[src/verilog/hrmacs_pkg.sv]
/*
  Shared constants of the receiver mute, audio clock and status register bank:
  register offsets, field positions, reset values and widths.
  Assumes an 8-bit register port with byte-wide registers at byte offsets.
*/
package hrmacs_pkg;
  localparam int ADDR_W = 8;
  localparam int DATA_W = 8;
  localparam int PKT_NUM = 7;
  localparam int ACR_W = 20;
  localparam int FS_RATIO_W = 11;

  // Register offsets.
  localparam logic [7:0] OFS_TEST_CFG_B = 8'h56;
  localparam logic [7:0] OFS_AV_MUTE_CTRL = 8'h57;
  localparam logic [7:0] OFS_MCLK_SETUP = 8'h58;
  localparam logic [7:0] OFS_LINK_FIFO_CTRL = 8'h59;
  localparam logic [7:0] OFS_PKT_SEEN = 8'h5A;
  localparam logic [7:0] OFS_LINK_MODE = 8'h5B;
  localparam logic [7:0] OFS_AUDIO_STATUS = 8'h5E;
  localparam logic [7:0] OFS_AUDIO_CATEGORY = 8'h5F;
  localparam logic [7:0] OFS_AUDIO_CH_SRC = 8'h60;
  localparam logic [7:0] OFS_AUDIO_ACC_RATE = 8'h61;
  localparam logic [7:0] OFS_AUDIO_WORD_LEN = 8'h62;
  localparam logic [7:0] OFS_CTS_HI = 8'h7B;
  localparam logic [7:0] OFS_CTS_MID = 8'h7C;
  localparam logic [7:0] OFS_CTS_LO_N_HI = 8'h7D;
  localparam logic [7:0] OFS_N_MID = 8'h7E;
  localparam logic [7:0] OFS_N_LO = 8'h7F;

  // Reset values.
  localparam logic [7:0] RST_TEST_CFG_B = 8'h0F;
  localparam logic [7:0] RST_AV_MUTE_CTRL = 8'h00;
  localparam logic [7:0] RST_MCLK_SETUP = 8'h00;
  localparam logic [7:0] RST_LINK_FIFO_CTRL = 8'h00;
  localparam logic [7:0] RST_ZERO = 8'h00;

  // Mute control fields.
  localparam int BIT_MUTE_OVERRIDE = 7;
  localparam int BIT_MUTE_SW_VALUE = 6;
  localparam int BIT_VIDEO_MUTE_DIS = 3;
  localparam int BIT_AUDIO_MUTE_DIS = 2;
  localparam logic [7:0] MASK_AV_MUTE_CTRL = 8'hCC;

  // Master clock setup fields.
  localparam int BIT_MCLK_PLL_EN = 7;
  localparam int POS_MCLK_DIV_LO = 4;
  localparam int MCLK_DIV_W = 3;
  localparam int BIT_ACR_UPDATE_BLOCK = 3;
  localparam int POS_FS_MULT_LO = 0;
  localparam int FS_MULT_W = 3;
  localparam int FS_UNIT = 128;

  // Link line and FIFO control fields.
  localparam int BIT_DDC_PULLUP_DIS = 6;
  localparam int BIT_TERM_OVERRIDE = 5;
  localparam int BIT_TERM_MANUAL_OFF = 4;
  localparam int BIT_FIFO_UF_AUTORESET = 2;
  localparam int BIT_FIFO_OF_AUTORESET = 1;
  localparam int BIT_DDC_TRISTATE = 0;
  localparam logic [7:0] MASK_LINK_FIFO_CTRL = 8'h77;

  // Link mode status field.
  localparam int BIT_HDMI_MODE = 3;
endpackage : hrmacs_pkg

[src/verilog/hrmacs_acr_store.sv]
/*
  Holds the cycle time stamp and N value of the last accepted clock
  regeneration packet. Assumes the packet strobe is on CLK_SYS.
*/
`timescale 1ns/1ps
module hrmacs_acr_store #(
  parameter int W = hrmacs_pkg::ACR_W
) (
  // Clock and reset
  input wire logic clk,
  input wire logic rstn,
  // Packet input
  input wire logic acr_valid,
  input wire logic [W-1:0] acr_cts,
  input wire logic [W-1:0] acr_n,
  input wire logic update_block,
  // Stored values
  output logic [W-1:0] cts_ff,
  output logic [W-1:0] n_ff
);
  initial begin
    if (W != hrmacs_pkg::ACR_W) begin
      $error("hrmacs_acr_store: W must match the register layout.");
    end
  end

  wire take = acr_valid && !update_block;

  always_ff @(posedge clk or negedge rstn) begin
    if (!rstn) begin
      cts_ff <= '0;
      n_ff <= '0;
    end else if (take) begin
      cts_ff <= acr_cts;
      n_ff <= acr_n;
    end
  end
endmodule : hrmacs_acr_store

[src/verilog/hrmacs_pkt_flags.sv]
/*
  Sticky packet-seen flags, one per packet type code below NUM.
  Assumes packet strobes and the loss-of-clock level are already on CLK_SYS.
*/
`timescale 1ns/1ps
module hrmacs_pkt_flags #(
  parameter int NUM = hrmacs_pkg::PKT_NUM
) (
  // Clock and reset
  input wire logic clk,
  input wire logic rstn,
  // Packet events
  input wire logic pkt_valid,
  input wire logic [2:0] pkt_type,
  input wire logic clk_lost,
  // Flags
  output logic [NUM-1:0] seen_ff
);
  initial begin
    if (NUM < 1 || NUM > 8) begin
      $error("hrmacs_pkt_flags: NUM must be 1 to 8.");
    end
  end

  genvar i;
  generate
    for (i = 0; i < NUM; i = i + 1) begin : g_flag
      wire hit = pkt_valid && (pkt_type == 3'(i));
      // A packet arriving together with the clear still marks the flag.
      always_ff @(posedge clk or negedge rstn) begin
        if (!rstn) begin
          seen_ff[i] <= 1'b0;
        end else if (hit) begin
          seen_ff[i] <= 1'b1;
        end else if (clk_lost) begin
          seen_ff[i] <= 1'b0;
        end
      end
    end
  endgenerate
endmodule : hrmacs_pkt_flags

[src/verilog/hrmacs_regs.sv]
/*
  Register bank of an HDMI/DVI receiver: AV mute control, audio master clock
  setup, display data channel and termination control, audio FIFO auto-reset,
  packet-seen status, stored clock regeneration values and audio channel status.
  Assumes link events arrive as CLK_SYS pulses from the receiver core, while the
  clock-detect and clock-loss levels come from pins and are synchronised here.
*/
`timescale 1ns/1ps
module hrmacs_regs (
  // Clock and reset
  input wire logic CLK_SYS,
  input wire logic RSTN,
  // Register port
  input wire logic [hrmacs_pkg::ADDR_W-1:0] REG_ADDR,
  input wire logic [hrmacs_pkg::DATA_W-1:0] REG_WDATA,
  input wire logic REG_WR,
  input wire logic REG_RD,
  output logic [hrmacs_pkg::DATA_W-1:0] REG_RDATA,
  // Link mute indication
  input wire logic GCP_VALID,
  input wire logic GCP_SET_AVMUTE,
  input wire logic GCP_CLEAR_AVMUTE,
  // Packet detection
  input wire logic PKT_VALID,
  input wire logic [2:0] PKT_TYPE,
  input wire logic CLK_LOST,
  // Clock regeneration packets
  input wire logic ACR_VALID,
  input wire logic [hrmacs_pkg::ACR_W-1:0] ACR_CTS,
  input wire logic [hrmacs_pkg::ACR_W-1:0] ACR_N,
  // Audio channel status
  input wire logic CS_VALID,
  input wire logic [7:0] CS_STATUS,
  input wire logic [7:0] CS_CATEGORY,
  input wire logic [7:0] CS_CH_SRC,
  input wire logic [7:0] CS_ACC_RATE,
  input wire logic [3:0] CS_WORD_LEN,
  // Link state
  input wire logic HDMI_MODE,
  input wire logic TMDS_CLK_DET,
  // Audio FIFO
  input wire logic AFIFO_UNDERFLOW,
  input wire logic AFIFO_OVERFLOW,
  output logic AFIFO_RESET,
  // Mute outputs
  output logic AV_MUTE,
  output logic VIDEO_MUTE,
  output logic AUDIO_MUTE,
  // Master clock setup
  output logic MCLK_PLL_EN,
  output logic [3:0] MCLK_DIVISOR,
  output logic [hrmacs_pkg::FS_RATIO_W-1:0] MCLK_FS_RATIO,
  // Link line control
  output logic DDC_PULLUP_EN,
  output logic DDC_SDA_OE,
  output logic DDC_SCL_OE,
  output logic CLK_TERM_OFF
);
  // The ratio port must hold the largest multiple, and the packet flags must
  // leave the top bit of their byte free for the zero fill.
  initial begin
    if ((1 << hrmacs_pkg::FS_MULT_W) * hrmacs_pkg::FS_UNIT >= (1 << hrmacs_pkg::FS_RATIO_W)) begin
      $error("hrmacs_regs: FS_RATIO_W is too narrow for the largest ratio.");
    end
    if (hrmacs_pkg::PKT_NUM >= hrmacs_pkg::DATA_W) begin
      $error("hrmacs_regs: PKT_NUM must be below the register width.");
    end
  end

  // Pin synchronisers.
  logic clk_lost_meta_ff;
  logic clk_lost_ff;
  logic clk_det_meta_ff;
  logic clk_det_ff;

  always_ff @(posedge CLK_SYS or negedge RSTN) begin
    if (!RSTN) begin
      clk_lost_meta_ff <= 1'b0;
      clk_lost_ff <= 1'b0;
      clk_det_meta_ff <= 1'b0;
      clk_det_ff <= 1'b0;
    end else begin
      clk_lost_meta_ff <= CLK_LOST;
      clk_lost_ff <= clk_lost_meta_ff;
      clk_det_meta_ff <= TMDS_CLK_DET;
      clk_det_ff <= clk_det_meta_ff;
    end
  end

  // Address decode.
  wire wr_test = REG_WR && (REG_ADDR == hrmacs_pkg::OFS_TEST_CFG_B);
  wire wr_mute = REG_WR && (REG_ADDR == hrmacs_pkg::OFS_AV_MUTE_CTRL);
  wire wr_mclk = REG_WR && (REG_ADDR == hrmacs_pkg::OFS_MCLK_SETUP);
  wire wr_link = REG_WR && (REG_ADDR == hrmacs_pkg::OFS_LINK_FIFO_CTRL);

  // Software registers. Write masks keep unimplemented bits of the mute and link
  // registers at zero, so their read-back shows only the fields that have an effect.
  logic [7:0] test_config_b_ff;
  logic [7:0] av_mute_control_ff;
  logic [7:0] audio_master_clock_setup_ff;
  logic [7:0] link_line_and_fifo_control_ff;

  always_ff @(posedge CLK_SYS or negedge RSTN) begin
    if (!RSTN) begin
      test_config_b_ff <= hrmacs_pkg::RST_TEST_CFG_B;
      av_mute_control_ff <= hrmacs_pkg::RST_AV_MUTE_CTRL;
      audio_master_clock_setup_ff <= hrmacs_pkg::RST_MCLK_SETUP;
      link_line_and_fifo_control_ff <= hrmacs_pkg::RST_LINK_FIFO_CTRL;
    end else begin
      if (wr_test) begin
        test_config_b_ff <= REG_WDATA;
      end
      if (wr_mute) begin
        av_mute_control_ff <= REG_WDATA & hrmacs_pkg::MASK_AV_MUTE_CTRL;
      end
      if (wr_mclk) begin
        audio_master_clock_setup_ff <= REG_WDATA;
      end
      if (wr_link) begin
        link_line_and_fifo_control_ff <= REG_WDATA & hrmacs_pkg::MASK_LINK_FIFO_CTRL;
      end
    end
  end

  // Field extraction.
  wire mute_override = av_mute_control_ff[hrmacs_pkg::BIT_MUTE_OVERRIDE];
  wire mute_sw_value = av_mute_control_ff[hrmacs_pkg::BIT_MUTE_SW_VALUE];
  wire video_mute_dis = av_mute_control_ff[hrmacs_pkg::BIT_VIDEO_MUTE_DIS];
  wire audio_mute_dis = av_mute_control_ff[hrmacs_pkg::BIT_AUDIO_MUTE_DIS];
  wire pll_en = audio_master_clock_setup_ff[hrmacs_pkg::BIT_MCLK_PLL_EN];
  wire [2:0] mclk_div =
    audio_master_clock_setup_ff[hrmacs_pkg::POS_MCLK_DIV_LO +: hrmacs_pkg::MCLK_DIV_W];
  wire acr_update_block = audio_master_clock_setup_ff[hrmacs_pkg::BIT_ACR_UPDATE_BLOCK];
  wire [2:0] master_clk_fs_multiple =
    audio_master_clock_setup_ff[hrmacs_pkg::POS_FS_MULT_LO +: hrmacs_pkg::FS_MULT_W];
  wire ddc_pullup_disable = link_line_and_fifo_control_ff[hrmacs_pkg::BIT_DDC_PULLUP_DIS];
  wire term_override = link_line_and_fifo_control_ff[hrmacs_pkg::BIT_TERM_OVERRIDE];
  wire term_manual_off = link_line_and_fifo_control_ff[hrmacs_pkg::BIT_TERM_MANUAL_OFF];
  wire fifo_underflow_autoreset = link_line_and_fifo_control_ff[hrmacs_pkg::BIT_FIFO_UF_AUTORESET];
  wire fifo_overflow_autoreset = link_line_and_fifo_control_ff[hrmacs_pkg::BIT_FIFO_OF_AUTORESET];
  wire ddc_lines_tristate = link_line_and_fifo_control_ff[hrmacs_pkg::BIT_DDC_TRISTATE];

  // Link mute state. A packet carrying both set and clear is treated as no change.
  logic link_mute_ff;
  wire gcp_set = GCP_VALID && GCP_SET_AVMUTE && !GCP_CLEAR_AVMUTE;
  wire gcp_clr = GCP_VALID && GCP_CLEAR_AVMUTE && !GCP_SET_AVMUTE;

  always_ff @(posedge CLK_SYS or negedge RSTN) begin
    if (!RSTN) begin
      link_mute_ff <= 1'b0;
    end else if (gcp_set) begin
      link_mute_ff <= 1'b1;
    end else if (gcp_clr) begin
      link_mute_ff <= 1'b0;
    end
  end

  wire nxt_av_mute = mute_override ? mute_sw_value : link_mute_ff;
  wire nxt_video_mute = nxt_av_mute && !video_mute_dis;
  wire nxt_audio_mute = nxt_av_mute && !audio_mute_dis;

  // Master clock controls. The divisor and ratio are given as plain numbers
  // so that the clock generator needs no decoding of its own.
  wire [3:0] nxt_mclk_divisor = {1'b0, mclk_div} + 4'h1;
  wire [3:0] fs_steps = {1'b0, master_clk_fs_multiple} + 4'h1;
  wire [hrmacs_pkg::FS_RATIO_W-1:0] nxt_fs_ratio =
    hrmacs_pkg::FS_RATIO_W'(fs_steps) * hrmacs_pkg::FS_RATIO_W'(hrmacs_pkg::FS_UNIT);

  // Clock termination: automatic mode disconnects it while no clock is seen.
  wire nxt_term_off = term_override ? term_manual_off : !clk_det_ff;

  // FIFO auto-reset request, high for one cycle after any cycle with an enabled underflow or overflow.
  wire nxt_fifo_reset = (AFIFO_UNDERFLOW && fifo_underflow_autoreset) ||
                        (AFIFO_OVERFLOW && fifo_overflow_autoreset);

  logic av_mute_ff;
  logic video_mute_ff;
  logic audio_mute_ff;
  logic pll_en_ff;
  logic [3:0] mclk_divisor_ff;
  logic [hrmacs_pkg::FS_RATIO_W-1:0] fs_ratio_ff;
  logic pullup_en_ff;
  logic ddc_oe_ff;
  logic term_off_ff;
  logic fifo_reset_ff;

  always_ff @(posedge CLK_SYS or negedge RSTN) begin
    if (!RSTN) begin
      av_mute_ff <= 1'b0;
      video_mute_ff <= 1'b0;
      audio_mute_ff <= 1'b0;
      pll_en_ff <= 1'b0;
      mclk_divisor_ff <= 4'h1;
      fs_ratio_ff <= hrmacs_pkg::FS_RATIO_W'(hrmacs_pkg::FS_UNIT);
      pullup_en_ff <= 1'b1;
      ddc_oe_ff <= 1'b1;
      term_off_ff <= 1'b1;
      fifo_reset_ff <= 1'b0;
    end else begin
      av_mute_ff <= nxt_av_mute;
      video_mute_ff <= nxt_video_mute;
      audio_mute_ff <= nxt_audio_mute;
      pll_en_ff <= pll_en;
      mclk_divisor_ff <= nxt_mclk_divisor;
      fs_ratio_ff <= nxt_fs_ratio;
      pullup_en_ff <= !ddc_pullup_disable;
      ddc_oe_ff <= !ddc_lines_tristate;
      term_off_ff <= nxt_term_off;
      fifo_reset_ff <= nxt_fifo_reset;
    end
  end

  assign AV_MUTE = av_mute_ff;
  assign VIDEO_MUTE = video_mute_ff;
  assign AUDIO_MUTE = audio_mute_ff;
  assign MCLK_PLL_EN = pll_en_ff;
  assign MCLK_DIVISOR = mclk_divisor_ff;
  assign MCLK_FS_RATIO = fs_ratio_ff;
  assign DDC_PULLUP_EN = pullup_en_ff;
  assign DDC_SDA_OE = ddc_oe_ff;
  assign DDC_SCL_OE = ddc_oe_ff;
  assign CLK_TERM_OFF = term_off_ff;
  assign AFIFO_RESET = fifo_reset_ff;

  // Packet-seen flags and stored clock regeneration values.
  logic [hrmacs_pkg::PKT_NUM-1:0] pkt_seen;
  logic [hrmacs_pkg::ACR_W-1:0] cts_val;
  logic [hrmacs_pkg::ACR_W-1:0] n_val;

  hrmacs_pkt_flags #(
    .NUM(hrmacs_pkg::PKT_NUM)
  ) u_pkt_flags (
    .clk(CLK_SYS),
    .rstn(RSTN),
    .pkt_valid(PKT_VALID),
    .pkt_type(PKT_TYPE),
    .clk_lost(clk_lost_ff),
    .seen_ff(pkt_seen)
  );

  hrmacs_acr_store #(
    .W(hrmacs_pkg::ACR_W)
  ) u_acr_store (
    .clk(CLK_SYS),
    .rstn(RSTN),
    .acr_valid(ACR_VALID),
    .acr_cts(ACR_CTS),
    .acr_n(ACR_N),
    .update_block(acr_update_block),
    .cts_ff(cts_val),
    .n_ff(n_val)
  );

  // Channel status capture. Fields are reported as received, except the top two accuracy and rate bits; reserved codes
  // are passed through so software can see a non-conforming source.
  logic [7:0] audio_status_flags_ff;
  logic [7:0] audio_category_ff;
  logic [7:0] audio_channel_source_ids_ff;
  logic [7:0] audio_accuracy_and_rate_ff;
  logic [3:0] word_len_ff;
  logic hdmi_mode_ff;
  // Clock accuracy and sampling rate occupy only the low six bits.
  localparam logic [7:0] acc_rate_keep_mask = 8'h3F;

  always_ff @(posedge CLK_SYS or negedge RSTN) begin
    if (!RSTN) begin
      audio_status_flags_ff <= hrmacs_pkg::RST_ZERO;
      audio_category_ff <= hrmacs_pkg::RST_ZERO;
      audio_channel_source_ids_ff <= hrmacs_pkg::RST_ZERO;
      audio_accuracy_and_rate_ff <= hrmacs_pkg::RST_ZERO;
      word_len_ff <= 4'h0;
      hdmi_mode_ff <= 1'b0;
    end else begin
      hdmi_mode_ff <= HDMI_MODE;
      if (CS_VALID) begin
        audio_status_flags_ff <= CS_STATUS;
        audio_category_ff <= CS_CATEGORY;
        audio_channel_source_ids_ff <= CS_CH_SRC;
        audio_accuracy_and_rate_ff <= CS_ACC_RATE & acc_rate_keep_mask;
        word_len_ff <= CS_WORD_LEN;
      end
    end
  end

  // Read multiplexer; unmapped offsets read as zero. The five time stamp and
  // N bytes are not latched together, so software reading them while a packet
  // lands may see a mix of old and new values.
  logic [7:0] rd_mux;
  always_comb begin
    rd_mux = hrmacs_pkg::RST_ZERO;
    case (REG_ADDR)
      hrmacs_pkg::OFS_TEST_CFG_B: rd_mux = test_config_b_ff;
      hrmacs_pkg::OFS_AV_MUTE_CTRL: rd_mux = av_mute_control_ff;
      hrmacs_pkg::OFS_MCLK_SETUP: rd_mux = audio_master_clock_setup_ff;
      hrmacs_pkg::OFS_LINK_FIFO_CTRL: rd_mux = link_line_and_fifo_control_ff;
      hrmacs_pkg::OFS_PKT_SEEN: rd_mux = {1'b0, pkt_seen};
      hrmacs_pkg::OFS_LINK_MODE: rd_mux = 8'(hdmi_mode_ff) << hrmacs_pkg::BIT_HDMI_MODE;
      hrmacs_pkg::OFS_AUDIO_STATUS: rd_mux = audio_status_flags_ff;
      hrmacs_pkg::OFS_AUDIO_CATEGORY: rd_mux = audio_category_ff;
      hrmacs_pkg::OFS_AUDIO_CH_SRC: rd_mux = audio_channel_source_ids_ff;
      hrmacs_pkg::OFS_AUDIO_ACC_RATE: rd_mux = audio_accuracy_and_rate_ff;
      hrmacs_pkg::OFS_AUDIO_WORD_LEN: rd_mux = {4'h0, word_len_ff};
      hrmacs_pkg::OFS_CTS_HI: rd_mux = cts_val[19:12];
      hrmacs_pkg::OFS_CTS_MID: rd_mux = cts_val[11:4];
      hrmacs_pkg::OFS_CTS_LO_N_HI: rd_mux = {cts_val[3:0], n_val[19:16]};
      hrmacs_pkg::OFS_N_MID: rd_mux = n_val[15:8];
      hrmacs_pkg::OFS_N_LO: rd_mux = n_val[7:0];
      default: rd_mux = hrmacs_pkg::RST_ZERO;
    endcase
  end

  // Read data stand only in the cycle after the strobe, zero otherwise.
  logic [7:0] rdata_ff;
  always_ff @(posedge CLK_SYS or negedge RSTN) begin
    if (!RSTN) begin
      rdata_ff <= hrmacs_pkg::RST_ZERO;
    end else begin
      rdata_ff <= REG_RD ? rd_mux : hrmacs_pkg::RST_ZERO;
    end
  end

  assign REG_RDATA = rdata_ff;
endmodule : hrmacs_regs
[config.mk]
export PLATFORM = sky130hd
export DESIGN_NAME = hrmacs_regs
export DESIGN_NICKNAME = d
export VERILOG_FILES = /design/src/verilog/hrmacs_pkg.sv /design/src/verilog/hrmacs_acr_store.sv /design/src/verilog/hrmacs_pkt_flags.sv /design/src/verilog/hrmacs_regs.sv
export SDC_FILE = /design/constraint.sdc
export NUM_CORES = 1
export LEC_CHECK = 0
export ABC_AREA = 1
export BUFFER_PORTS_ARGS = -buffer_cell sky130_fd_sc_hd__buf_4
export CAP_MARGIN = 20
export CORE_ASPECT_RATIO = 2
export CORE_MARGIN = 3
export CORE_UTILIZATION = 30
export CTS_CLUSTER_DIAMETER = 100
export DETAILED_ROUTE_END_ITERATION = 8
export GPL_TIMING_DRIVEN = 0
export PLACE_DENSITY = 0.6
export SYNTH_ARGS = -nofsm -noshare
export SYNTH_HDL_FRONTEND = slang
export SYNTH_SLANG_ARGS = --single-unit
[constraint.sdc]
create_clock -name CLK_SYS -period 1.7 [get_ports CLK_SYS]
set_input_delay 0.085 -clock CLK_SYS [delete_from_list [all_inputs] [get_ports CLK_SYS]]
set_output_delay 0.085 -clock CLK_SYS [all_outputs]
set_load 0.02 [all_outputs]
# ---- Word level (Yosys, flattened, before mapping)
# Cells that the tools add are included.
dict set report word_totals {
  ff_bits 137
  output_inout_bits 32
  word_cells 111
}
dict set report op_classes {
  n_reduce_logical 38
  add_sub_neg 2
  mux 14
  n_eq_ne 22
}
# op n
set op_table {}
lappend op_table {{8-bit by 7-bit == test with 1-bit output, second input constant} 16}
lappend op_table {{8-bit case mux with 16 select lines} 1}
lappend op_table {{1-bit logical AND} 20}
lappend op_table {{2-bit nonzero test} 8}
lappend op_table {{1-bit two-way mux} 12}
lappend op_table {{3-bit == test, second input constant} 3}
lappend op_table {{3-bit by 1-bit adder with 4-bit output, second input constant} 2}
lappend op_table {{1-bit logical NOT} 8}
lappend op_table {{8-bit two-way mux} 1}
lappend op_table {{3-bit by 2-bit == test with 1-bit output, second input constant} 2}
lappend op_table {{3-bit by 1-bit == test with 1-bit output, second input constant} 1}
lappend op_table {{3-bit logical NOT} 1}
lappend op_table {{1-bit logical OR} 1}

# ---- Longest topological paths before layout
# Gate-level depths: netlist of run 1.
dict set report logic_depth {
  ltp_word 4
  mapped_depth 11
  depth_no_buf 9
}

# ---- Cells and area by module
# From an unflattened synthesis of run 1, not the netlist that was laid out.
dict set report hier_totals {
  cells_unflattened 727
  hier_area_um2 6449.9
}
# module seq_area_each_um2 n_inst cells_each area_each_um2
set by_module_without_submodules {}
lappend by_module_without_submodules {hrmacs_regs 2263.4 1 512 4454.3}
lappend by_module_without_submodules {hrmacs_acr_store 1001.0 1 175 1689.1}
lappend by_module_without_submodules {hrmacs_pkt_flags 175.2 1 40 306.5}

# ---- Worst setup path after synthesis of run 1
# Ideal clock, no wire load.
dict set report synth_path {
  path_type {reg2reg}
  start {reg audio_master_clock_setup_ff[3]}
  end {reg u_acr_store.cts_ff[0]}
  t_arrival_ns 0.973
  required_time_ns 1.575
  stages_incl_launch_ff 5
  setup_ns 0.125
  slack_ns 0.602
  path_cell_list {dfrtp_1 -> inv_1 -> nand2_1 -> buf_2 -> mux2_2}
}
dict set report synth_between {
  elab_chain_cells 2
}
# element line_no
set synth_lines {}
lappend synth_lines {{start: declaration} hrmacs_regs.sv:100} ;# logic [7:0] audio_master_clock_setup_ff;
lappend synth_lines {{start signal: assignment} hrmacs_regs.sv:107} ;# audio_master_clock_setup_ff <= hrmacs_pkg::RST_MCLK_SETUP;
lappend synth_lines {{1-bit logical NOT} hrmacs_acr_store.sv:27} ;# wire take = acr_valid && !update_block;
lappend synth_lines {{1-bit logical AND} hrmacs_acr_store.sv:27}
lappend synth_lines {{end signal: assignment} hrmacs_acr_store.sv:34} ;# cts_ff <= acr_cts;
lappend synth_lines {{end: declaration} hrmacs_acr_store.sv:18} ;# output logic [W-1:0] cts_ff,
# Every way passes these cells.
# A chain may end at the register's enable or synchronous reset.

# ---- Final worst setup path of run 1
dict set report layout_path {
  start {in PKT_TYPE[2]}
  end {reg u_pkt_flags.seen_ff[3]}
}
dict set report layout_between {
  elab_chain_cells 3
}
# element line_no
set layout_lines {}
lappend layout_lines {{start: declaration} hrmacs_regs.sv:25} ;# input wire logic [2:0] PKT_TYPE,
lappend layout_lines {{3-bit by 2-bit == test with 1-bit output (*)} hrmacs_pkt_flags.sv:28} ;# wire hit = pkt_valid && (pkt_type == 3'(i));
lappend layout_lines {{1-bit logical AND (*)} hrmacs_pkt_flags.sv:28}
lappend layout_lines {{1-bit two-way mux / 2-bit nonzero test (equally long branches)} -}
lappend layout_lines {{end signal: indexed assignment} hrmacs_pkt_flags.sv:32} ;# seen_ff[i] <= 1'b0;
lappend layout_lines {{end signal: indexed assignment} hrmacs_pkt_flags.sv:34} ;# seen_ff[i] <= 1'b1;
lappend layout_lines {{end signal: indexed assignment} hrmacs_pkt_flags.sv:36} ;# seen_ff[i] <= 1'b0;
lappend layout_lines {{end: declaration} hrmacs_pkt_flags.sv:17} ;# output logic [NUM-1:0] seen_ff
# Every way passes the cells marked *; elsewhere a longest branch is shown, timed or not.

==> results of run 1 <==
-- critical path, cell delays in order --
cell and delay, ns:
dlygate4sd3_1 0.53, buf_4 0.13, nor2_1 0.25, nand3_1 0.10, dlygate4sd3_1 0.57, o21ai_0 0.08
-- Yosys cell counts, types with 4 or more instances --
cell	instances	share of area, %
dfrtp_1	128	51
nand2_1	114	6.8
nand3_1	99	7.9
mux2_2	72	13
nor2_1	62	3.7
inv_1	46	2.8
o21ai_0	22	1.8
buf_4	15	1.8
buf_2	13	1.0
o21ai_1	13	1.0
dfstp_2	9	3.8
nor2_4	7	1.3
nor2_2	6	0.60
nand2_2	4	0.40
o21a_1	4	0.48
-- metrics by stage --
stage / power, mW / hold WS, ns / worst slack [ns] / instance area, µm² / util [%]
floorplan: 4.78 / -0.211 / 0.602 / 6270 / -
global placement: 5.35 / 0.201 / -0.0520 / 7590 / 37.1
detailed placement: 5.41 / 0.128 / 0.130 / 7620 / 37.2
CTS: 9.87 / 0.00187 / 0.309 / 9240 / 45.2
global route: 10.2 / 0.0132 / 0.191 / 9240 / 45.2
finish: 9.79 / 0.00510 / 0.290 / 9240 / 45.2
-- worst paths after layout --
| check | startpoint | to | slack, ns |
|---|---|---|---|
| setup reg to reg | audio_master_clock_setup_ff[3]$_DFFE_PN0P_ | u_acr_store.cts_ff[11]$_DFFE_PN0P_ | 0.38 |
| hold / removal | REG_WDATA[7] | test_config_b_ff[7]$_DFFE_PN0P_ | 0.005 |
| max in group asynchronous | RSTN | audio_status_flags_ff[5]$_DFFE_PN0P_ | 0.69 |
| hold reg to reg | clk_lost_meta_ff$_DFF_PN0_ | clk_lost_ff$_DFF_PN0_ | 0.35 |
| min in group asynchronous | RSTN | u_acr_store.n_ff[4]$_DFFE_PN0P_ | 0.21 |
| setup / recovery | PKT_TYPE[2] | u_pkt_flags.seen_ff[3]$_DFFE_PN0P_ | 0.29 |
-- routing by layer --
| metal | up-vias | share of wire, % | GRT usage (%) |
|---|---|---|---|
| li1 | 2570 | - | - |
| met1 | 2440 | 35 | 18.2 |
| met2 | 156 | 56 | 33.1 |
| met3 | 49 | 3.7 | 2.97 |
| met4 | 0 | 5.3 | 10.5 |
| met5 | - | 0 | 0 |
-- cell type report --
type | count | area [µm²] | share of cell area, %
inverters | 48 | 180 | 1.95
plain buffers | 31 | 204 | 2.21
clock buffers | 21 | 460 | 4.98
flip-flops and latches | 137 | 3440 | 37.2
clock inverters | 11 | 218 | 2.36
well taps | 266 | 333 | 3.60
repair buffers | 226 | 1960 | 21.2
multi-input cells | 422 | 2450 | 26.5
-- sequential cells by signal, summed over array words and instances (netlist names), 8 cells and up --
name / count
audio_status_flags_ff: 8
u_acr_store.cts_ff: 20
audio_master_clock_setup_ff: 8
test_config_b_ff: 8
u_acr_store.n_ff: 20
audio_category_ff: 8
REG_RDATA: 8
audio_channel_source_ids_ff: 8
-- report_power, final --
group,internal [mW],total (mW),switching [mW],leakage (nW)
combinational,0.798,1.36,0.559,2.50
sequential,3.83,4.16,0.330,1.67
clock,2.83,4.27,1.44,0.323
-- logic make-up (layout without fill, tap and decap cells) --
group | count (synthesis) | after routing
fa+ha+maj | 2 | 2
flops | 137 | 137
other cells | 1 | 7
buf+inv | 79 | 337
mux | 72 | 72
compound gates | 41 | 41
xor+xnor | 2 | 2
simple gates | 298 | 298
-- timing repair --
item | in CTS | in global routing
endpoints found under the hold margin | 160 | 0
setup buffers | 0 | 0
setup endpoints to repair | 0 | 0
hold buffers | 94 | 0
==> flow_metrics.env, run 1 <==
export IMPL_grt_max_degree=74
export IMPL_timing_setup_tns_ns=0
export IMPL_synth_compound_area_share_pct=3.54
export IMPL_post_synth_fa_ha_maj_area_fraction_pct=0.400
export IMPL_fill_cells=1957
export IMPL_min_period_over_period_pct=83.0
export IMPL_port_buffer_cells=131
export IMPL_power_per_cell_area_mw_per_mm2=1060
export IMPL_core_area_mm2=0.0205
export IMPL_p_leak_nw=4.50
export IMPL_grt_use_total_pct=17.8
export IMPL_worst_setup_path_type="in -> reg"
export IMPL_number_of_nets_with_antenna_violations_after_routing=0
export IMPL_synth_cell_area_mm2=0.00625
export IMPL_route_detailed_vias_per_inst=4.49
export IMPL_htree_num_levels=4
export IMPL_unique_cell_type_count_in_the_yosys_netlist=27
export IMPL_cts_buffers=17
export IMPL_yosys_register_bits=137
export IMPL_combinational_family_with_the_most_area_after_synthesis="simple AND/OR/NAND/NOR gates"
export IMPL_synth_enable_flop_cells=0
export IMPL_worstHoldPathCells=3
export IMPL_wire_length_of_the_first_global_routing_pass_um=30100
export IMPL_number_of_setup_violations_in_the_final_report=0
export IMPL_root_buffer="clkbuf_16"
export IMPL_cts_resized=0
export IMPL_critPathLaunchType="input pin"
export IMPL_wl_per_cell_um=16.4
export IMPL_clock_fmax_mhz=709
export IMPL_post_dp_hpwl_um=14400
export IMPL_cts_tree="yes"
export IMPL_dp_cell_count=1036
export IMPL_avgSynthCellArea_um2=9.89
export IMPL_synth_mux_area_fraction_pct=13.0
export IMPL_hp_class="in -> reg"
export IMPL_proportion_of_synthesized_chip_area_in_sequential_cells_pct=55.0
export IMPL_die_width_um=108
export IMPL_yosys_area_share_xor_xnor_pct=0.280
export IMPL_cp_data_required_time_ns=2.05
export IMPL_status="finished clean"
export IMPL_simple_logic_cell_fraction_of_the_synthesized_area_pct=21.6
export IMPL_cts_sinks=137
export IMPL_gpl_final_weighted_congestion=0.893
export IMPL_placementRows=74
export IMPL_clock_tree_buffer_depth=2
export IMPL_first_pass_iters=5
export IMPL_initial_utilization_pct=30.5
export IMPL_antennaDiodeCount=0
export IMPL_worst_setup_path_end_kind="flop"
export IMPL_synthToLayoutAreaGrowth_pct=47.8
export IMPL_slew_headroom_pct=58.1
export IMPL_routed_wire_length_um=19100
export IMPL_reg2regPathDepth=4
export IMPL_finish_net_count=995
export IMPL_rsz_0062_raised_after_global_routing="false"
export IMPL_synth_flop_cell="dfrtp_1"
export IMPL_final_layout_size_suffix_gt1_share_pct=32.8
export IMPL_clock_skew_final_ns=0.00916
export IMPL_vias=5215
export IMPL_max_cap_viol_count=0
export IMPL_layout_min_cycle_time_ns=1.41
export IMPL_clk_latency_ns=0.43
export IMPL_drc_errors=0
export IMPL_synthesis_instances=632
export IMPL_vdd_drop_max_uv=640
export IMPL_initialDrtViolationCount=198
export IMPL_floorplan_die_area_mm2=0.0227
export IMPL_synth_yosys_warnings=0
export IMPL_max_slew_worst_pin_slew_ns=0.628
export IMPL_cts_reportedPaths_clkPinSlew_ns=0.06
export IMPL_antenna_found_initial=0
export IMPL_synthArstFlopShare_pct=100
export IMPL_cp_data_arrival_time_ns=1.76
export IMPL_design_portCount=142
export IMPL_chipHeight_um=210
export IMPL_global_route_overflow_total=0
export IMPL_layout_cells_most_common="buf_4"
export IMPL_report_final_hold_viol_count=0
export IMPL_layout_cells_most_common_list="145 x buf_4, 128 x dfrtp_1, 114 x nand2_1, 99 x nand3_1, 94 x dlygate4sd3_1"
export IMPL_instances_no_fill=1162
export IMPL_slew_viol_final=0
export IMPL_first_global_vias=5617
export IMPL_path_max_fanout=4
(Power assumes the default switching activity.)
==> run 2, diff against run 1 <==
Settings changed: ABC_AREA 1 to 0.
Clock period 1.7 ns to 1.31 ns, I/O delays scaled along.
==> run 2 against run 1 <==
  * The run now ends with negative setup slack left
  * Area after synthesis is 0.62% lower
  * Global-route usage is 0.62 points higher
  * Register-to-register slack worse by 0.51 ns
  * Die area is 0.60% lower
  * First-iteration DRC count is 40% higher
  * Combinational power is 21% higher
  * Sequential power is 15% higher
  * Setup slack worse by 0.42 ns
  * Power is 19% higher
  * Sequential share of layout area is 1.2 points lower
  * Largest cell class unchanged
  * Highest routed layer unchanged
==> flow_metrics.env, run 2 <==
export IMPL_clock_tree_buffer_depth=2
export IMPL_cp_data_required_time_ns=1.56
export IMPL_synth_flop_cell="dfrtp_1"
export IMPL_status="complete, but fails checks"
export IMPL_proportion_of_synthesized_chip_area_in_sequential_cells_pct=55.4
export IMPL_final_layout_size_suffix_gt1_share_pct=45.6
export IMPL_routed_wire_length_um=20300
export IMPL_synth_top_area_share_pct=51.6
export IMPL_sequence_of_cells_on_the_critical_path="mux2_4, a22oi_2, nor2_1, nor3_2, a41oi_2"
export IMPL_worst_setup_path_end_kind="flop"
export IMPL_avgSynthCellArea_um2=13.0
export IMPL_postLayoutCoreUtil_pct=47.5
export IMPL_number_of_nets_with_antenna_violations_after_routing=0
export IMPL_combinational_family_with_the_most_area_after_synthesis="multiplexers"
export IMPL_path_max_fanout=2
export IMPL_cts_tree="yes"
export IMPL_antennaDiodeCount=0
export IMPL_clock_fmax_mhz=696
export IMPL_synthesis_instances=476
export IMPL_wire_length_of_the_first_global_routing_pass_um=30900
export IMPL_synth_cell_area_mm2=0.00621
export IMPL_synthToLayoutAreaGrowth_pct=53.7
export IMPL_max_slew_worst_pin_slew_ns=0.706
export IMPL_power_per_cell_area_mw_per_mm2=1220
export IMPL_biggestRegsByFlops="u_acr_store.cts_ff x20, u_acr_store.n_ff x20"
export IMPL_vdd_drop_max_uv=748
export IMPL_slew_viol_final=0
export IMPL_worst_case_hold_slack_ns=0.0967
export IMPL_first_global_vias=5409
export IMPL_unique_cell_type_count_in_the_yosys_netlist=57
export IMPL_critPathLaunchType="flop"
export IMPL_finish_net_count=849
export IMPL_critical_path_max_stage_delay_ns=0.37
export IMPL_min_period_over_period_pct=110
export IMPL_number_of_setup_violations_in_the_final_report=24
export IMPL_fill_cells=1802
export IMPL_cts_reportedPaths_clkPinSlew_ns=0.07
export IMPL_synth_enable_flop_cells=0
export IMPL_cts_sinks=137
export IMPL_clock_skew_final_ns=0.0101
export IMPL_die_width_um=108
export IMPL_fin_total_pwr_mw=11.7
export IMPL_route_detailed_vias_per_inst=4.84
export IMPL_dominant_cell_type_by_area_after_synthesis="dfrtp_1"
export IMPL_cp_data_arrival_time_ns=1.69
export IMPL_layout_cell_area_non_filler_mm2=0.00955
export IMPL_layout_cells_most_common="buf_4"
export IMPL_grt_max_degree=87
export IMPL_grt_use_total_pct=18.4
export IMPL_yosys_register_bits=137
export IMPL_gpl_final_weighted_congestion=0.968
export IMPL_netlist_top_cells_count="128 x dfrtp_1, 104 x mux2_2, 22 x mux2i_1"
export IMPL_cts_buffers=17
export IMPL_simple_logic_cell_fraction_of_the_synthesized_area_pct=8.30
export IMPL_post_synth_fa_ha_maj_area_fraction_pct=0.403
export IMPL_clk_latency_ns=0.42
export IMPL_wl_per_cell_um=20.0
export IMPL_initial_utilization_pct=30.9
export IMPL_vias=4902
export IMPL_layout_min_cycle_time_ns=1.44
export IMPL_failed_checks="negative setup slack"
export IMPL_drc_errors=0
export IMPL_worst_setup_path_type="reg -> reg"
export IMPL_report_final_hold_viol_count=0
export IMPL_initialDrtViolationCount=278
export IMPL_synth_mux_area_fraction_pct=22.8
export IMPL_finalWorstSetupSlack_ns=-0.126
export IMPL_rsz_0062_raised_after_global_routing="true"
export IMPL_synth_yosys_warnings=0
export IMPL_root_buffer="clkbuf_16"
export IMPL_layout_cells_most_common_list="142 x buf_4, 127 x dfrtp_1, 98 x dlygate4sd3_1, 83 x mux2_2"
export IMPL_synthArstFlopShare_pct=100
export IMPL_hp_class="in -> reg"
export IMPL_yosys_area_share_xor_xnor_pct=0.282
export IMPL_htree_num_levels=4
export IMPL_synth_compound_area_share_pct=8.38
export IMPL_max_cap_viol_count=0
export IMPL_port_buffer_cells=130
export IMPL_synth_most_common_cell="dfrtp_1"
export IMPL_post_dp_hpwl_um=14600
export IMPL_chipHeight_um=209
export IMPL_first_pass_iters=7
export IMPL_slew_headroom_pct=52.9
export IMPL_p_leak_nw=4.35
export IMPL_global_route_overflow_total=0
export IMPL_placement_cell_area_mm2=0.00757
export IMPL_floorplan_die_area_mm2=0.0226
export IMPL_antenna_found_initial=0
export IMPL_placementRows=73
export IMPL_core_area_mm2=0.0201
export IMPL_ys_top_cells_by_area="dfrtp_1 52%, mux2_2 19%, dfstp_2 3.8%"
export IMPL_timing_setup_tns_ns=-0.955
export IMPL_crit_slowest_cell="dfrtp_1"
export IMPL_design_portCount=142
## run 2: what timing repair did
item / CTS / global route
pin swaps: 8 / 6
cloned: 2 / 0
endpoints found under the hold margin: 164 / 0
endpoints found under the setup margin: 53 / 30
setup buffers: 2 / 3
resized for setup: 55 / 10
hold buffers: 98 / 0
## run 2: where the power goes
part / internal [mW] / total (mW) / switching [mW]
combinational: 0.953 / 1.65 / 0.692
clock: 3.31 / 5.25 / 1.94
sequential: 4.57 / 4.78 / 0.217
total: 8.83 / 11.7 / 2.85
## run 2: worst max-delay path: cells and delay by family (launching register included)
kind	cells	cell delay (ns)
AO/OA/AOI/OAI	2	0.36
flip-flops	1	0.37
multiplexers	1	0.29
AND/OR/NAND/NOR	2	0.25
## run 2: layout make-up
class                   instances  area (µm²)  area share (%)
clock buffers                  19         453            4.75
flip-flops and latches        137        3440            36.0
repair buffers                236        2090            21.9
plain buffers                  34         292            3.05
multi-input cells             296        2700            28.2
well taps                     262         328            3.43
clock inverters                13         193            2.02
inverters                      15        56.3           0.590
## run 2: path summary, 6_finish.rpt
path                                                  from  depth (start not counted)  slack, ns                                         end
setup / recovery           u_acr_store.n_ff[9]$_DFFE_PN0P_                          5      -0.13                      REG_RDATA[1]$_DFF_PN0_
hold / removal                                      REG_WR                          3        0.1  audio_master_clock_setup_ff[6]$_DFFE_PN0P_
setup reg to reg           u_acr_store.n_ff[9]$_DFFE_PN0P_                          5      -0.13                      REG_RDATA[1]$_DFF_PN0_
hold reg to reg                  clk_det_meta_ff$_DFF_PN0_                          0       0.35                        clk_det_ff$_DFF_PN0_
max in group asynchronous                             RSTN                          3       0.32                      CLK_TERM_OFF$_DFF_PN1_
min in group asynchronous                             RSTN                          2       0.16                        VIDEO_MUTE$_DFF_PN0_
## run 2: per-stage QoR
stage	instances	worst slack, ns
after global routing	1012	-0.132
final	1012	-0.126
after CTS	1009	-0.120
after global placement	874	-0.686
after detailed placement	875	-0.662
after floorplan	482	-0.0848
## run 2: kinds of logic (layout without fill, tap and decap cells)
group                    after synthesis  in the layout
AO/OA/AOI/OAI                         70             70
XOR/XNOR                               2              2
adder cells (fa/ha/maj)                2              2
buffers and inverters                 49            317
flip-flops                           137            137
multiplexers                         127            127
other                                  1              7
AND/OR/NAND/NOR                       88             88
## run 2: metal layers
metal	global-route usage [%]	wire length, µm
met1	19.4	7270
met2	33.6	11100
met3	3.11	852
met4	10.8	1040
met5	0	0
==> run 3, diff against run 2 <==
Settings changed: SYNTH_HIERARCHICAL from default to 1.
==> run 3 against run 2 <==
  * Cell count up 0.40%
  * Synthesized cell count down 0.21%
  * Register-to-register slack better by 0.09 ns
  * Power down 1.5%
  * Clock-buffer cell count unchanged
  * Die area down 0.34%
  * The flow still finishes with violations (negative setup slack)
  * Fmax up 5.7%
==> flow_metrics.env, run 3 <==
export IMPL_power_per_cell_area_mw_per_mm2=1190
export IMPL_htree_num_levels=4
export IMPL_initialDrtViolationCount=210
export IMPL_die_width_um=108
export IMPL_biggestRegsByFlops="u_acr_store/cts_ff x20, u_acr_store/n_ff x20"
export IMPL_rsz_0062_raised_after_global_routing="true"
export IMPL_cp_data_arrival_time_ns=1.68
export IMPL_clock_fmax_mhz=736
export IMPL_wl_met1_um=7130
export IMPL_cts_sinks=137
export IMPL_number_of_setup_violations_in_the_final_report=13
export IMPL_finalWorstSetupSlack_ns=-0.0484
export IMPL_initial_utilization_pct=30.8
export IMPL_dominant_cell_type_by_area_after_synthesis="dfrtp_1"
export IMPL_layout_min_cycle_time_ns=1.36
export IMPL_synth_most_common_cell="dfrtp_1"
export IMPL_clock_skew_final_ns=0.0107
export IMPL_min_period_over_period_pct=104
export IMPL_worst_setup_path_type="in -> reg"
export IMPL_port_buffer_cells=129
export IMPL_synth_cell_area_mm2=0.00619
export IMPL_wire_length_of_the_first_global_routing_pass_um=30700
export IMPL_worst_setup_path_end_kind="flop"
export IMPL_slew_viol_final=0
export IMPL_routed_wire_length_um=20300
export IMPL_first_pass_iters=4
export IMPL_synth_top_area_share_pct=51.8
export IMPL_synth_mux_area_fraction_pct=21.4
export IMPL_max_cap_viol_count=0
export IMPL_chipHeight_um=209
export IMPL_yosys_area_share_xor_xnor_pct=0.283
export IMPL_cts_tree="yes"
export IMPL_combinational_family_with_the_most_area_after_synthesis="multiplexers"
export IMPL_final_layout_size_suffix_gt1_share_pct=45.5
export IMPL_proportion_of_synthesized_chip_area_in_sequential_cells_pct=55.6
export IMPL_avgSynthCellArea_um2=13.0
export IMPL_placementRows=73
export IMPL_wl_per_cell_um=20.0
export IMPL_routed_wl_met2_um=11200
export IMPL_synthArstFlopShare_pct=100
export IMPL_cts_buffers=17
export IMPL_global_route_overflow_total=0
export IMPL_gpl_final_weighted_congestion=0.916
export IMPL_cts_reportedPaths_clkPinSlew_ns=0.06
export IMPL_floorplan_die_area_mm2=0.0225
export IMPL_drc_errors=0
export IMPL_synth_yosys_warnings=6
export IMPL_finish_net_count=853
export IMPL_cp_data_required_time_ns=1.63
export IMPL_status="complete, but fails checks"
export IMPL_hp_class="in -> reg"
export IMPL_critPathLaunchType="input pin"
export IMPL_antenna_found_initial=0
export IMPL_route_top_layer_used="met4"
export IMPL_antennaDiodeCount=0
export IMPL_postLayoutCoreUtil_pct=47.9
export IMPL_synth_flop_cell="dfrtp_1"
export IMPL_p_leak_nw=4.45
export IMPL_design_portCount=142
export IMPL_synth_enable_flop_cells=0
export IMPL_synthToLayoutAreaGrowth_pct=55.6
export IMPL_ys_top_cells_by_area="dfrtp_1 52%, mux2_2 17%, dfstp_2 3.8%"
export IMPL_unique_cell_type_count_in_the_yosys_netlist=64
export IMPL_layout_cells_most_common_list="146 x buf_4, 128 x dfrtp_1, 98 x dlygate4sd3_1, 58 x mux2_2, 41 x mux2_4"
export IMPL_report_final_hold_viol_count=0
export IMPL_vias=4876
export IMPL_yosys_register_bits=137
export IMPL_number_of_nets_with_antenna_violations_after_routing=0
export IMPL_vdd_drop_max_uv=769
export IMPL_routed_length_on_met3_um=795
export IMPL_synth_compound_area_share_pct=9.16
export IMPL_post_dp_hpwl_um=14500
export IMPL_clk_latency_ns=0.43
export IMPL_dp_cell_count=873
export IMPL_grt_max_degree=80
export IMPL_first_global_vias=5498
export IMPL_layout_cells_most_common="buf_4"
export IMPL_simple_logic_cell_fraction_of_the_synthesized_area_pct=8.73
export IMPL_synthesis_instances=475
export IMPL_max_slew_worst_pin_slew_ns=0.761
export IMPL_root_buffer="clkbuf_16"
export IMPL_failed_checks="negative setup slack"
export IMPL_grt_use_total_pct=18.4
export IMPL_route_detailed_vias_per_inst=4.80
export IMPL_core_area_mm2=0.0201
export IMPL_fin_total_pwr_mw=11.5
export IMPL_slew_headroom_pct=49.3
export IMPL_post_synth_fa_ha_maj_area_fraction_pct=0.404
export IMPL_instances_no_fill=1016
export IMPL_netlist_top_cells_count="128 x dfrtp_1, 96 x mux2_2, 22 x nand2_1"
export IMPL_path_max_fanout=5
export IMPL_clock_tree_buffer_depth=2
run 3: cell count changes after synthesis, moves of 3 or more:
cell / previous run / this run
nand3_1: 12 / 9
nor2_1: 8 / 15
a22o_1: 9 / 13
clkbuf_8: 0 / 4
mux2_4: 0 / 3
mux2_2: 104 / 96
clkbuf_1: 9 / 4
a221oi_1: 1 / 4
buf_6: 6 / 1
and3_1: 8 / 5
nand2_1: 19 / 22
run 3: area by class of cell:
type / instances / area (µm²)
buffer: 30 / 272
tap: 262 / 328
inverter: 15 / 56.3
clock inverter: 13 / 168
fill: 1821 / 10500
sequential: 137 / 3440
multi-input combinational: 299 / 2780
timing repair buffer: 241 / 2140
clock buffer: 19 / 453
run 3: cell families after synthesis:
group                    count (synthesis)
AO/OA/AOI/OAI                           77
XOR/XNOR                                 2
adder cells (fa/ha/maj)                  2
buffers and inverters                   45
flip-flops                             137
multiplexers                           119
other                                    1
AND/OR/NAND/NOR                         92
run 3: critical path, stage by stage:
cell and delay [ns]:
buf_4 0.13, nand4b_1 0.43, nor3_2 0.38, a22o_1 0.25
nand2_1 0.15, a41oi_2 0.28
run 3: final timing paths:
path | cells after the start | endpoint | from | slack (ns)
setup / recovery | 6 | REG_RDATA[3]$_DFF_PN0_ | REG_ADDR[7] | -0.05
setup reg to reg | 5 | REG_RDATA[3]$_DFF_PN0_ | audio_accuracy_and_rate_ff[3]$_DFFE_PN0P_ | -0.04
min in group asynchronous | 2 | MCLK_PLL_EN$_DFF_PN0_ | RSTN | 0.17
max in group asynchronous | 3 | DDC_SCL_OE$_DFF_PN1_ | RSTN | 0.31
hold reg to reg | 0 | clk_lost_ff$_DFF_PN0_ | clk_lost_meta_ff$_DFF_PN0_ | 0.34
hold / removal | 3 | u_pkt_flags/seen_ff[5]$_DFFE_PN0P_ | PKT_TYPE[2] | 0.03
run 3: per-stage QoR:
step / worst slack, ns / hold WS [ns] / setup TNS (ns) / area (µm²)
6_report: -0.0484 / 0.0254 / -0.208 / 9630
5_1_grt: -0.0953 / 0.0416 / -0.603 / 9630
4_1_cts: -0.0795 / 0.0175 / -0.177 / 9360
3_5_place_dp: -0.659 / 0.0673 / -17.23 / 7550
3_3_place_gp: -0.665 / 0.177 / -55.05 / 7520
2_1_floorplan: -0.00334 / -0.230 / -0.0267 / 6220
run 3: where the power goes:
group | leakage (nW) | total [mW] | switching (mW) | internal [mW]
clock network | 0.300 | 5.02 | 1.91 | 3.11
registers | 1.68 | 4.78 | 0.210 | 4.57
logic | 2.48 | 1.69 | 0.700 | 0.990
run 3: layer usage:
layer | global-route usage, % | vias to the layer above
met5 | 0 | -
met4 | 11.7 | 0
met3 | 3.46 | 49
met2 | 33.7 | 168
met1 | 18.5 | 2405
li1 | - | 2254
run 3: repair_timing:
item	in CTS	in global routing
hold endpoints to repair	170	0
hold buffers	98	0
resized for setup	21	58
gates cloned	2	2
endpoints found under the setup margin	27	48
pin swaps	4	8
setup buffers	5	4
